<file path="src/acsr_consts.svh">
// offsets, field positions, reset values and timing counts of the angle clock and sync line router
`ifndef ACSR_CONSTS_SVH
`define ACSR_CONSTS_SVH

// ----------------------------------------
// register byte addresses
// ----------------------------------------
`define ACSR_ADDR_ANGLE_SEL0 12'h000
`define ACSR_ADDR_ANGLE_SEL1 12'h004
`define ACSR_ADDR_SYNC_SEL0 12'h008
`define ACSR_ADDR_SYNC_SEL1 12'h00C
`define ACSR_ADDR_LEVEL 12'h010
`define ACSR_ADDR_STATUS 12'h014
`define ACSR_ADDR_SYNC_STEP 12'h004

// ----------------------------------------
// select codes
// ----------------------------------------
`define ACSR_SEL_NONE 8'h00
`define ACSR_SEL_BP0 8'h01
`define ACSR_SEL_BP1 8'h02
`define ACSR_SEL_SW 8'h03
`define ACSR_SEL_SLOT0 8'h04
`define ACSR_SEL_SLOT5 8'h09

// ----------------------------------------
// field positions and reset values
// ----------------------------------------
`define ACSR_SEL_W 8
`define ACSR_SYNC_PER_REG 4
`define ACSR_SEL_RESET 8'h00
`define ACSR_LEVEL_RESET 6'h00

// ----------------------------------------
// timing
// ----------------------------------------
`define ACSR_CLK_PERIOD_NS 10
`define ACSR_REFRESH_MIN_MS 1
`define ACSR_REFRESH_MIN_CYC ((`ACSR_REFRESH_MIN_MS * 1000000) / `ACSR_CLK_PERIOD_NS)

`endif

</file>
<file path="src/acsr_pkg.sv">
// types of the angle clock and sync line router
package acsr_pkg;

	// ----------------------------------------
	// carriers
	// ----------------------------------------
	// one crank angle clock bus: three lines moving as a unit
	typedef struct packed {
		logic zero_mark;
		logic angle_clock;
		logic direction;
	} acsr_angle_s;

	typedef logic [7:0] acsr_sel_t;

	typedef struct packed {
		acsr_angle_s val;
		logic oe;
	} acsr_angle_drv_s;

	typedef enum logic [1:0] {
		ACSR_BUS_IDLE = 2'b00,
		ACSR_BUS_DATA = 2'b01
	} acsr_bus_e;

endpackage : acsr_pkg

</file>
<file path="src/acsr_angle_mux.sv">
// source selector for one internal crank angle clock bus
`timescale 1ns/100ps
`include "acsr_consts.svh"

module acsr_angle_mux (
	// select
	input wire acsr_pkg::acsr_sel_t sel,
	// sources
	input wire acsr_pkg::acsr_angle_s bp0,
	input wire acsr_pkg::acsr_angle_s bp1,
	input wire acsr_pkg::acsr_angle_s [5:0] slot,
	// result
	output acsr_pkg::acsr_angle_drv_s drv
);
	import acsr_pkg::*;

	always_comb begin
		drv = '0;
		// one source at most; none and reserved codes leave the bus undriven
		if (sel == `ACSR_SEL_BP0) begin
			drv.val = bp0;
			drv.oe = 1'b1;
		end else if (sel == `ACSR_SEL_BP1) begin
			drv.val = bp1;
			drv.oe = 1'b1;
		end else if (sel >= `ACSR_SEL_SLOT0 && sel <= `ACSR_SEL_SLOT5) begin
			drv.val = slot[3'(sel - `ACSR_SEL_SLOT0)];
			drv.oe = 1'b1;
		end
	end

endmodule : acsr_angle_mux

</file>
<file path="src/acsr_sync_mux.sv">
// source selector for one synchronization line
`timescale 1ns/100ps
`include "acsr_consts.svh"

module acsr_sync_mux (
	// select and level
	input wire acsr_pkg::acsr_sel_t sel,
	input wire logic level,
	// sources
	input wire logic bp0,
	input wire logic bp1,
	input wire logic [5:0] slot,
	// result
	output logic val,
	output logic oe
);
	import acsr_pkg::*;

	always_comb begin
		val = 1'b0;
		oe = 1'b0;
		if (sel == `ACSR_SEL_BP0) begin
			val = bp0;
			oe = 1'b1;
		end else if (sel == `ACSR_SEL_BP1) begin
			val = bp1;
			oe = 1'b1;
		end else if (sel == `ACSR_SEL_SW) begin
			// level bit only matters here
			val = level;
			oe = 1'b1;
		end else if (sel >= `ACSR_SEL_SLOT0 && sel <= `ACSR_SEL_SLOT5) begin
			val = slot[3'(sel - `ACSR_SEL_SLOT0)];
			oe = 1'b1;
		end
	end

endmodule : acsr_sync_mux

</file>
<file path="src/acsr_router.sv">
// angle clock and sync line router with AHB-Lite register slave
//
// The implementer's own choices: register access over AHB-Lite and the register addresses.
`timescale 1ns/100ps
`include "acsr_consts.svh"

// Function
// - each crank angle clock bus is three lines handled as one unit
// - lines are zero mark, angle clock pulses and running direction
// - at most one source drives an angle bus at a time
// - two internal angle buses, each with its own select
// - angle select: 0 none, 1-2 backplane buses, 3 reserved, 4-9 slots
// - none selection leaves the angle bus undriven
// - selects may change at any time while running
// - each sync line routed on its own select
// - sync bus goes to central logic and all six slots
// - each sync line has at most one driving source
// - any sync line may take either backplane sync line
// - software-controlled line follows its level bit, 0 low, 1 high
// - level bit ignored unless its line is under software control
// - sync select: 0 none, 1-2 backplane lines, 3 software, 4-9 slots
module acsr_router (
	// clock and reset
	input wire logic hclk,
	input wire logic hresetn,
	// ahb-lite slave
	input wire logic hsel,
	input wire logic [11:0] haddr,
	input wire logic [1:0] htrans,
	input wire logic hwrite,
	input wire logic [2:0] hsize,
	input wire logic [31:0] hwdata,
	input wire logic hready,
	output logic [31:0] hrdata,
	output logic hreadyout,
	output logic hresp,
	// backplane angle buses and sync lines
	input wire acsr_pkg::acsr_angle_s bp_angle0,
	input wire acsr_pkg::acsr_angle_s bp_angle1,
	input wire logic bp_sync0,
	input wire logic bp_sync1,
	// module slot sources
	input wire acsr_pkg::acsr_angle_s [5:0] slot_angle,
	input wire logic [5:0] slot_sync,
	// internal angle buses
	output acsr_pkg::acsr_angle_s [1:0] angle_bus,
	output logic [1:0] angle_bus_oe,
	// internal sync bus, to central logic and every slot
	output logic [5:0] sync_bus,
	output logic [5:0] sync_bus_oe
);
	import acsr_pkg::*;

	// ----------------------------------------
	// state
	// ----------------------------------------
	typedef struct packed {
		acsr_bus_e phase;
		logic [11:0] addr;
		logic wr;
		acsr_sel_t [1:0] angle_sel;
		acsr_sel_t [5:0] sync_sel;
		logic [5:0] level;
		logic [31:0] rdata;
		acsr_angle_s [1:0] bpa_s1;
		acsr_angle_s [1:0] bpa_s2;
		acsr_angle_s [1:0] bpa_s3;
		logic [1:0] bps_s1;
		logic [1:0] bps_s2;
		logic [1:0] bps_s3;
		logic [1:0] bps_f;
		acsr_angle_s [1:0] bpa_f;
		acsr_angle_s [1:0] ang_out;
		logic [1:0] ang_oe;
		logic [5:0] sync_out;
		logic [5:0] sync_oe;
	} acsr_state_s;

	acsr_state_s state_q;
	acsr_state_s state_d;

	// ----------------------------------------
	// decode
	// ----------------------------------------
	function automatic logic is_mapped(input logic [11:0] a);
		is_mapped = (a <= `ACSR_ADDR_STATUS) && (a[1:0] == 2'b00);
	endfunction : is_mapped

	function automatic int sync_index(input logic [11:0] a, input int k);
		sync_index = (a == `ACSR_ADDR_SYNC_SEL1) ? k + `ACSR_SYNC_PER_REG : k;
	endfunction : sync_index

	// ----------------------------------------
	// routing
	// ----------------------------------------
	acsr_angle_drv_s [1:0] angle_drv;
	logic [5:0] sync_val;
	logic [5:0] sync_oe_c;

	genvar gi;
	generate
		for (gi = 0; gi < 2; gi++) begin : g_angle
			// independent select per internal bus
			acsr_angle_mux u_angle (
				.sel(state_q.angle_sel[gi]),
				.bp0(state_q.bpa_f[0]),
				.bp1(state_q.bpa_f[1]),
				.slot(slot_angle),
				.drv(angle_drv[gi])
			);
		end
		for (gi = 0; gi < 6; gi++) begin : g_sync
			acsr_sync_mux u_sync (
				.sel(state_q.sync_sel[gi]),
				.level(state_q.level[gi]),
				.bp0(state_q.bps_f[0]),
				.bp1(state_q.bps_f[1]),
				.slot(slot_sync),
				.val(sync_val[gi]),
				.oe(sync_oe_c[gi])
			);
		end
	endgenerate

	// ----------------------------------------
	// next state
	// ----------------------------------------
	logic take;
	logic [31:0] rd;

	always_comb begin
		state_d = state_q;
		take = hsel && hready && htrans[1];
		rd = 32'h0000_0000;

		// backplane pins: three stages, change accepted when last two agree
		state_d.bpa_s1 = {bp_angle1, bp_angle0};
		state_d.bpa_s2 = state_q.bpa_s1;
		state_d.bpa_s3 = state_q.bpa_s2;
		state_d.bps_s1 = {bp_sync1, bp_sync0};
		state_d.bps_s2 = state_q.bps_s1;
		state_d.bps_s3 = state_q.bps_s2;
		// whole three-line group moves at once so lines stay aligned
		for (int b = 0; b < 2; b++) begin
			if (state_q.bpa_s2[b] == state_q.bpa_s3[b]) begin
				state_d.bpa_f[b] = state_q.bpa_s3[b];
			end
			if (state_q.bps_s2[b] == state_q.bps_s3[b]) begin
				state_d.bps_f[b] = state_q.bps_s3[b];
			end
		end

		// data phase of an earlier write; takes effect at once, no stop needed
		if (state_q.phase == ACSR_BUS_DATA && state_q.wr) begin
			if (state_q.addr == `ACSR_ADDR_ANGLE_SEL0) begin
				state_d.angle_sel[0] = hwdata[7:0];
			end else if (state_q.addr == `ACSR_ADDR_ANGLE_SEL1) begin
				state_d.angle_sel[1] = hwdata[7:0];
			end else if (state_q.addr == `ACSR_ADDR_SYNC_SEL0 || state_q.addr == `ACSR_ADDR_SYNC_SEL1) begin
				for (int k = 0; k < `ACSR_SYNC_PER_REG; k++) begin
					if (sync_index(state_q.addr, k) < 6) begin
						state_d.sync_sel[sync_index(state_q.addr, k)] = hwdata[8*k +: 8];
					end
				end
			end else if (state_q.addr == `ACSR_ADDR_LEVEL) begin
				// host paces these writes; no minimum spacing is enforced here
				state_d.level = hwdata[5:0];
			end
		end

		// address phase
		if (take) begin
			state_d.phase = ACSR_BUS_DATA;
			state_d.addr = haddr;
			state_d.wr = hwrite;
			if (!hwrite && is_mapped(haddr)) begin
				if (haddr == `ACSR_ADDR_ANGLE_SEL0) begin
					rd = {24'h000000, state_q.angle_sel[0]};
				end else if (haddr == `ACSR_ADDR_ANGLE_SEL1) begin
					rd = {24'h000000, state_q.angle_sel[1]};
				end else if (haddr == `ACSR_ADDR_SYNC_SEL0) begin
					rd = {state_q.sync_sel[3], state_q.sync_sel[2], state_q.sync_sel[1], state_q.sync_sel[0]};
				end else if (haddr == `ACSR_ADDR_SYNC_SEL1) begin
					rd = {16'h0000, state_q.sync_sel[5], state_q.sync_sel[4]};
				end else if (haddr == `ACSR_ADDR_LEVEL) begin
					rd = {26'h0, state_q.level};
				end else begin
					// live view of what the router is driving
					rd = {18'h00000, state_q.sync_out, state_q.sync_oe, state_q.ang_oe};
				end
			end
			state_d.rdata = rd;
		end else if (hready) begin
			state_d.phase = ACSR_BUS_IDLE;
			state_d.wr = 1'b0;
		end

		// registered outputs
		for (int b = 0; b < 2; b++) begin
			state_d.ang_out[b] = angle_drv[b].val;
			state_d.ang_oe[b] = angle_drv[b].oe;
		end
		state_d.sync_out = sync_val;
		state_d.sync_oe = sync_oe_c;
	end

	always_ff @(posedge hclk or negedge hresetn) begin
		if (!hresetn) begin
			state_q <= '0;
		end else begin
			state_q <= state_d;
		end
	end

	// ----------------------------------------
	// outputs
	// ----------------------------------------
	assign hrdata = state_q.rdata;
	assign hreadyout = 1'b1;
	assign hresp = 1'b0;
	assign angle_bus = state_q.ang_out;
	assign angle_bus_oe = state_q.ang_oe;
	// same wires feed central logic and each slot
	assign sync_bus = state_q.sync_out;
	assign sync_bus_oe = state_q.sync_oe;
endmodule : acsr_router

</file>
<file path="config.mk">
export PLATFORM = sky130hd
export DESIGN_NAME = acsr_router
export DESIGN_NICKNAME = d
export VERILOG_FILES = /design/src/acsr_pkg.sv /design/src/acsr_angle_mux.sv /design/src/acsr_sync_mux.sv /design/src/acsr_router.sv
export VERILOG_INCLUDE_DIRS = /design/src /design/src/src
export SDC_FILE = /design/constraint.sdc
export NUM_CORES = 1
export LEC_CHECK = 0
export BUFFER_PORTS_ARGS = -buffer_cell sky130_fd_sc_hd__buf_2
export CORE_ASPECT_RATIO = 1.2
export CORE_MARGIN = 2
export CORE_UTILIZATION = 45
export DETAILED_ROUTE_END_ITERATION = 8
export PLACE_DENSITY = 0.69
export RECOVER_POWER = 100
export SYNTH_ARGS = -nofsm -noshare
export SYNTH_HDL_FRONTEND = slang
export SYNTH_SLANG_ARGS = --single-unit
export TNS_END_PERCENT = 30
</file>
<file path="constraint.sdc">
create_clock -name hclk -period 2 [get_ports hclk]
set_clock_uncertainty 0.1 [all_clocks]
set_input_delay 0.2 -clock hclk [delete_from_list [all_inputs] [get_ports hclk]]
set_output_delay 0.2 -clock hclk [all_outputs]
set_load 0.01 [all_outputs]
</file>
=== After elaboration in Yosys (flattened, before gate mapping) ===
Index checks and enable logic that the tools add are counted.
Widths: inputs -> output; s select.

* Bits in registers: 169
* Bits in latches: 0
* Memories kept: 0
* Output and inout port bits: 54
* ROM bits: 0
* Logic and storage cells: 273
* RAM bits: 0
* Bits of input ports: 86

* $lt $le $gt $ge: 37
* Add/subtract/negate cells: 8
* Muxes and demuxes: 112
* Reductions and logical operators: 27
* Bitwise operators: 3
* Div/mod/pow operators: 0
* Multiply operators: 0
* Eq/ne operators: 35
* Shift-type cells: 0

{| class="wikitable"
|+ Operators with widths
! kind !! count
|-
| $mux 48 || 16
|-
| $bwmux 48 || 4
|-
| $lt 32x4->1 const B || 4
|-
| $mux 32 || 4
|-
| $eq 8x2->1 const B || 14
|-
| $demux 8 s3 || 4
|-
| $eq 8x1->1 const B || 8
|-
| $ge 8x3->1 const B || 8
|-
| $le 8x4->1 const B || 8
|-
| $mux 1 || 56
|-
| $eq 12x4->1 const B || 4
|-
| $lt 3x4->1 const B || 12
|-
| $mux 8 || 4
|-
| $eq 12x3->1 const B || 2
|-
| $eq 12x5->1 const B || 2
|-
| $logic_not 12->1 || 2
|-
| $mux 4 || 6
|-
| $sub 3x3->3 const B || 8
|-
| $bmux 1 s3 || 6
|-
| $bmux 3 s3 || 2
|-
| $mux 3 || 6
|-
| $logic_and 1x1->1 || 17
|-
| $mux 16 || 1
|-
| $mux 14 || 1
|-
| 15 further kinds || 23
|}

=== Longest topological paths before layout ===
* Word-level depth: 26
* Gate-level depth with buffers: 7
* Depth with buffers taken out: 5

=== Modules after synthesis ===
A second synthesis with hierarchy kept.

* Cells, all modules: 773
* Area total of the unflattened synthesis: 8,772.2 sq um

{| class="wikitable"
|+ By module, submodules not included
! module !! times used !! sequential area each (sq um) !! area each (sq um) !! cells each
|-
| acsr_router || 1 || 4,204.0 || 7,320.8 || 600
|-
| acsr_sync_mux at g_sync[0].u_sync ... || 5 || 0.0 || 137.6 || 17
|-
| acsr_angle_mux || 2 || 0.0 || 319.1 || 36
|-
| acsr_sync_mux at g_sync[5].u_sync || 1 || 0.0 || 125.1 || 16
|}

=== Worst setup path before layout ===
Ideal clock, no wire load.

* Path type: in2reg
* From: input haddr[6]
* To: register state_q (netlist bit hrdata[10])
* Library setup time: 0.092 ns
* Arrival time: 1.951 ns
* Cell stages on the path: 5
* Path buffers: 1
* Setup slack: -0.143 ns
* Data required time: 1.808 ns
* Cell sequence: or4_4 -> or3_1 -> or4b_1 -> buf_2 -> o31ai_2

* Word-level cells in the longest chain between the ends: 7
* Elaborated cells on any way between the ends: 14
* Classes of those cells: order compare (1); eq/ne (4); mux (6); reduce/logical (3)

{| class="wikitable"
|+ Ends and longest elaborated chain
! what !! RTL line !! RTL
|-
| from (decl) || acsr_router.sv:28 || <nowiki>input wire logic [11:0] haddr,</nowiki>
|-
| $eq 12x5->1 (no line) || n/a ||
|-
| $mux 14 || acsr_router.sv:185 || <nowiki>end else if (haddr == `ACSR_ADDR_LEVEL) begin</nowiki>
|-
| $mux 16 || acsr_router.sv:183 || <nowiki>end else if (haddr == `ACSR_ADDR_SYNC_SEL1) begin</nowiki>
|-
| $mux 32 || acsr_router.sv:181 || <nowiki>end else if (haddr == `ACSR_ADDR_SYNC_SEL0) begin</nowiki>
|-
| $mux 32 || acsr_router.sv:179 || <nowiki>end else if (haddr == `ACSR_ADDR_ANGLE_SEL1) begin</nowiki>
|-
| $mux 32 || acsr_router.sv:177 || <nowiki>if (haddr == `ACSR_ADDR_ANGLE_SEL0) begin</nowiki>
|-
| $mux 32 (*) || acsr_router.sv:176 || <nowiki>if (!hwrite && is_mapped(haddr)) begin</nowiki>
|-
| to (signal assigned) || acsr_router.sv:211 || <nowiki>state_q <= state_d;</nowiki>
|-
| to (decl) || acsr_router.sv:79 || <nowiki>acsr_state_s state_q;</nowiki>
|}

Every way passes the cells marked *; elsewhere a longest branch is shown, timed or not.
A chain may end at the register's enable or synchronous reset.

=== Worst setup path in the final report ===
* From: register state_q[161] in the netlist's numbering
* To: register state_q[119] in the netlist's numbering

* Word-level cells in the longest chain between the ends: 26
* Elaborated cells on any way between the ends: 56
* Classes of those cells: order compare (12); eq/ne (3); mux (32); bitwise (2); reduce/logical (7)

{| class="wikitable"
|+ Ends and longest elaborated chain
! what !! RTL line !! RTL
|-
| $eq 12x4->1 (no line) || n/a ||
|-
| $mux 3 || acsr_router.sv:90 || <nowiki>sync_index = (a == `ACSR_ADDR_SYNC_SEL1) ? k + `ACSR_SYNC_PER_REG : k;</nowiki>
|-
| $lt 3x4->1 (not written as such) / $ge 3x1->1 (equally long branches) || acsr_router.sv:162 || <nowiki>state_d.sync_sel[sync_index(state_q.addr, k)] = hwdata[8*k +: 8];</nowiki>
|-
| $logic_and 1x1->1 (not written as such) || acsr_router.sv:162 ||
|-
| $mux 8 (not written as such) || acsr_router.sv:162 ||
|-
| $demux 8 s3 || acsr_router.sv:162 ||
|-
| $bwmux 48 || acsr_router.sv:162 ||
|-
| $mux 48 || acsr_router.sv:161 || <nowiki>if (sync_index(state_q.addr, k) < 6) begin</nowiki>
|-
| [10 not listed] || n/a ||
|-
| $bwmux 48 || acsr_router.sv:162 ||
|-
| $mux 48 || acsr_router.sv:161 ||
|-
| $mux 48 || acsr_router.sv:159 || <nowiki>end else if (state_q.addr == `ACSR_ADDR_SYNC_SEL0 || state_q.addr == `ACSR_ADDR_SYNC_SEL1) begin</nowiki>
|-
| $mux 48 || acsr_router.sv:157 || <nowiki>end else if (state_q.addr == `ACSR_ADDR_ANGLE_SEL1) begin</nowiki>
|-
| $mux 48 || acsr_router.sv:155 || <nowiki>if (state_q.addr == `ACSR_ADDR_ANGLE_SEL0) begin</nowiki>
|-
| $mux 48 || acsr_router.sv:154 || <nowiki>if (state_q.phase == ACSR_BUS_DATA && state_q.wr) begin</nowiki>
|-
| $bwmux 48 || acsr_router.sv:162 ||
|-
| $mux 48 || acsr_router.sv:161 ||
|}

Parallel ways exist; a longest one is shown, timed or not. The select of a mux whose other input is x is not followed.

==> impl_metrics.ini <==
[sta]
tns_ns = -3.398
slew_headroom_pct = 13.54
finalSetupViolCount = 54
final_max_slew_viol_count = 0
setup_ws_ns = -0.08746
period_share_pct = 104.4
hold_violations = 0
fin_crit_ns = 2.087
clock.fmax_mhz = 479.1
worst_pin_slew_ns = 1.297
rsz0062_at_grt = yes

[route]
avgRoutedWirePerCell_um = 18.00
firstDrtPassIters = 5
detail_route.wirelength_um = 19440
via_count = 6028
drc = 0
via_per_inst = 5.581
ant_nets = 0
drtIter0Drc = 430

[global_routing]
grt_pass1_wl_um = 30570
grt_max_degree = 70
grt.total_usage_pct = 20.63
antenna_found_initial = 0
first_global_vias = 5803
grt-ovfl-total = 0

[finish]
postLayoutCellArea_um2 = 10010
drive_above_1_share_pct = 30.35
area_growth_pct = 22.68
final_util_pct = 56.74
fin_nets = 933
num_antenna_cells = 0

[placed_design]
place.port_buffers = 133
gp_congestion = 0.8706
dp_slack_ns = -0.3584
placed_cell_area_um2 = 8881
dp_hpwl_um = 13670

[run_status]
violations = setup timing
status = finished, violations left

[yosys]
synth_edf_count = 0
ys_warn_count = 0
yosysSeqAreaShare_pct = 51.53
synth.distinct_cells = 56
synth_nets = 789
synth_flop_cell = dfrtp_1
ys_seq_elements = 168
syn-cell-area_um2 = 8158
avgSynthCellArea_um2 = 11.60
async_reset_ff_share_pct = 100.0
netlist_instances = 703

[setup_path]
cp-end-kind = flop
crit_fanout = 27
path_class = reg2reg
cp_data_required_time_ns = 2.22
start_kind = flop
cp.arrival_ns = 2.30
r2r_setup_slack_ns = -0.09

[cts]
cts_root_buf = clkbuf_16
clockBufferDepth = 2
numCtsBuffers = 17
cts_max_level = 4
clk_pin_slew_ns = 0.07
cts_tree = done
post_cts_buffers = 0
cts_sinks = 168
clk-insertion-delay-late_ns = 0.43

[die]
io_pins = 140
die_height_um = 151.5
coreArea_um2 = 17640
start_util_pct = 46.25
die_area_um2 = 19230
die_w_um = 126.9
rows = 53

[pwr]
power_density_nw_per_um2 = 785.9
p_leak_nw = 4.537
power_mw = 7.865
peakVddDrop_mv = 0.5748

[run]
maxCapViolCount = 0

[hold_path]
hp-class = in2reg
-- path summary, 6_finish.rpt --
check | endpoint | cells after the start | from
min in group asynchronous | state_q[113] | 2 | hresetn
worst min-delay path | state_q[161] | 3 | haddr[6]
worst max register to register | state_q[119] | 5 | state_q[161]
worst max-delay path | state_q[119] | 5 | state_q[161]
worst min register to register | state_d[29] | 0 | state_d[31]
max in group asynchronous | state_q[160] | 3 | hresetn
-- worst max-delay path: stages (launching register included) --
cell      delay, ns
dfrtp_1        0.41
nor4bb_4       0.34
nand3_2        0.19
nor4b_4        0.31
buf_12         0.23
mux2_2         0.36
-- area by class of cell --
class,count,area [um^2]
fillers,1522,7631
flip-flops and latches,168,4204
multi-input cells,424,3415
repair buffers,220,1426
clock buffers,17,425.4
well taps,220,275.3
clock inverters,15,202.7
inverters,16,60.06
-- metal layers --
metal,track usage (%),part of all wire [%],vias up
met5,0,0,-
met4,6.154,1.6,0
met3,3.862,4.9,26
met2,35.91,50,177
met1,26.42,44,3026
li1,-,-,2799
-- state kept, by name, summed over array words and instances (netlist names) --
| name | count |
|---|---|
| angle_bus | 6 |
| angle_bus_oe | 2 |
| hrdata | 32 |
| state_d | 16 |
| state_q | 100 |
| sync_bus | 6 |
| sync_bus_oe | 6 |
-- power breakdown --
group          total, mW  switching (mW)  internal, mW
combinational      0.696           0.319         0.377
sequential          3.74           0.183          3.55
clock               3.43            1.51          1.92
-- repair_timing --
action,4_1_cts,5_1_grt
hold endpoints to repair,239,0
gates resized for setup,8,11
setup endpoints to repair,56,70
pin swaps,2,1
hold buffers,50,0
cloned,0,0
-- logic make-up (layout without fill, tap and decap cells) --
group,after synthesis,after routing,synth area share (%)
compound gates,154,154,13.57
xor+xnor,7,7,0.7515
fa+ha+maj,2,2,0.2454
buf+inv,111,268,7.792
flops,168,168,51.53
mux,107,107,16.00
other cells,2,2,0.09206
simple gates,152,152,10.02
-- synthesized netlist by cell type (all sizes together) (5+ instances only) --
cell type	count	area [um^2]
nor3	8	40.04
nand2	34	127.6
a22oi	5	37.54
xnor2	5	43.79
a22o	27	236.5
o211ai	13	97.59
clkbuf	32	120.1
dfrtp	168	4204
a221oi	7	61.31
or4	9	71.32
nor2b	14	87.58
buf	63	455.4
nand2b	12	75.07
mux2i	10	100.1
a211oi	10	75.07
o31ai	7	82.58
o22ai	9	56.30
or3	5	31.28
nand3	5	25.02
nor2	37	155.2
nor4	9	56.30
o21ai	28	140.1
mux2	87	979.7
inv	16	60.06
a21oi	17	85.08
o21bai	10	75.07
mux4	10	225.2
a31oi	7	43.79
-- layout by cell type, fill, tap and decap left out, drive strengths merged, types with 12 or more instances in the layout --
cell type / netlist / final
dfrtp: 168 / 168
buf: 63 / 110
mux2: 87 / 87
clkbuf: 32 / 77
dlygate4sd3: 0 / 50
nor2: 37 / 37
nand2: 34 / 34
o21ai: 28 / 28
a22o: 27 / 27
inv: 16 / 24
a21oi: 17 / 17
nor2b: 14 / 14
o211ai: 13 / 13
nand2b: 12 / 12
-- through the flow --
stage	hold WS [ns]	std cells
after CTS	0.003409	1080
after floorplan	-0.1956	703
after global routing	0.01242	1080
after global placement	-0.03122	998
final	0.02170	1080
after detailed placement	-0.03396	998
Power figures use the tool's default switching activity.
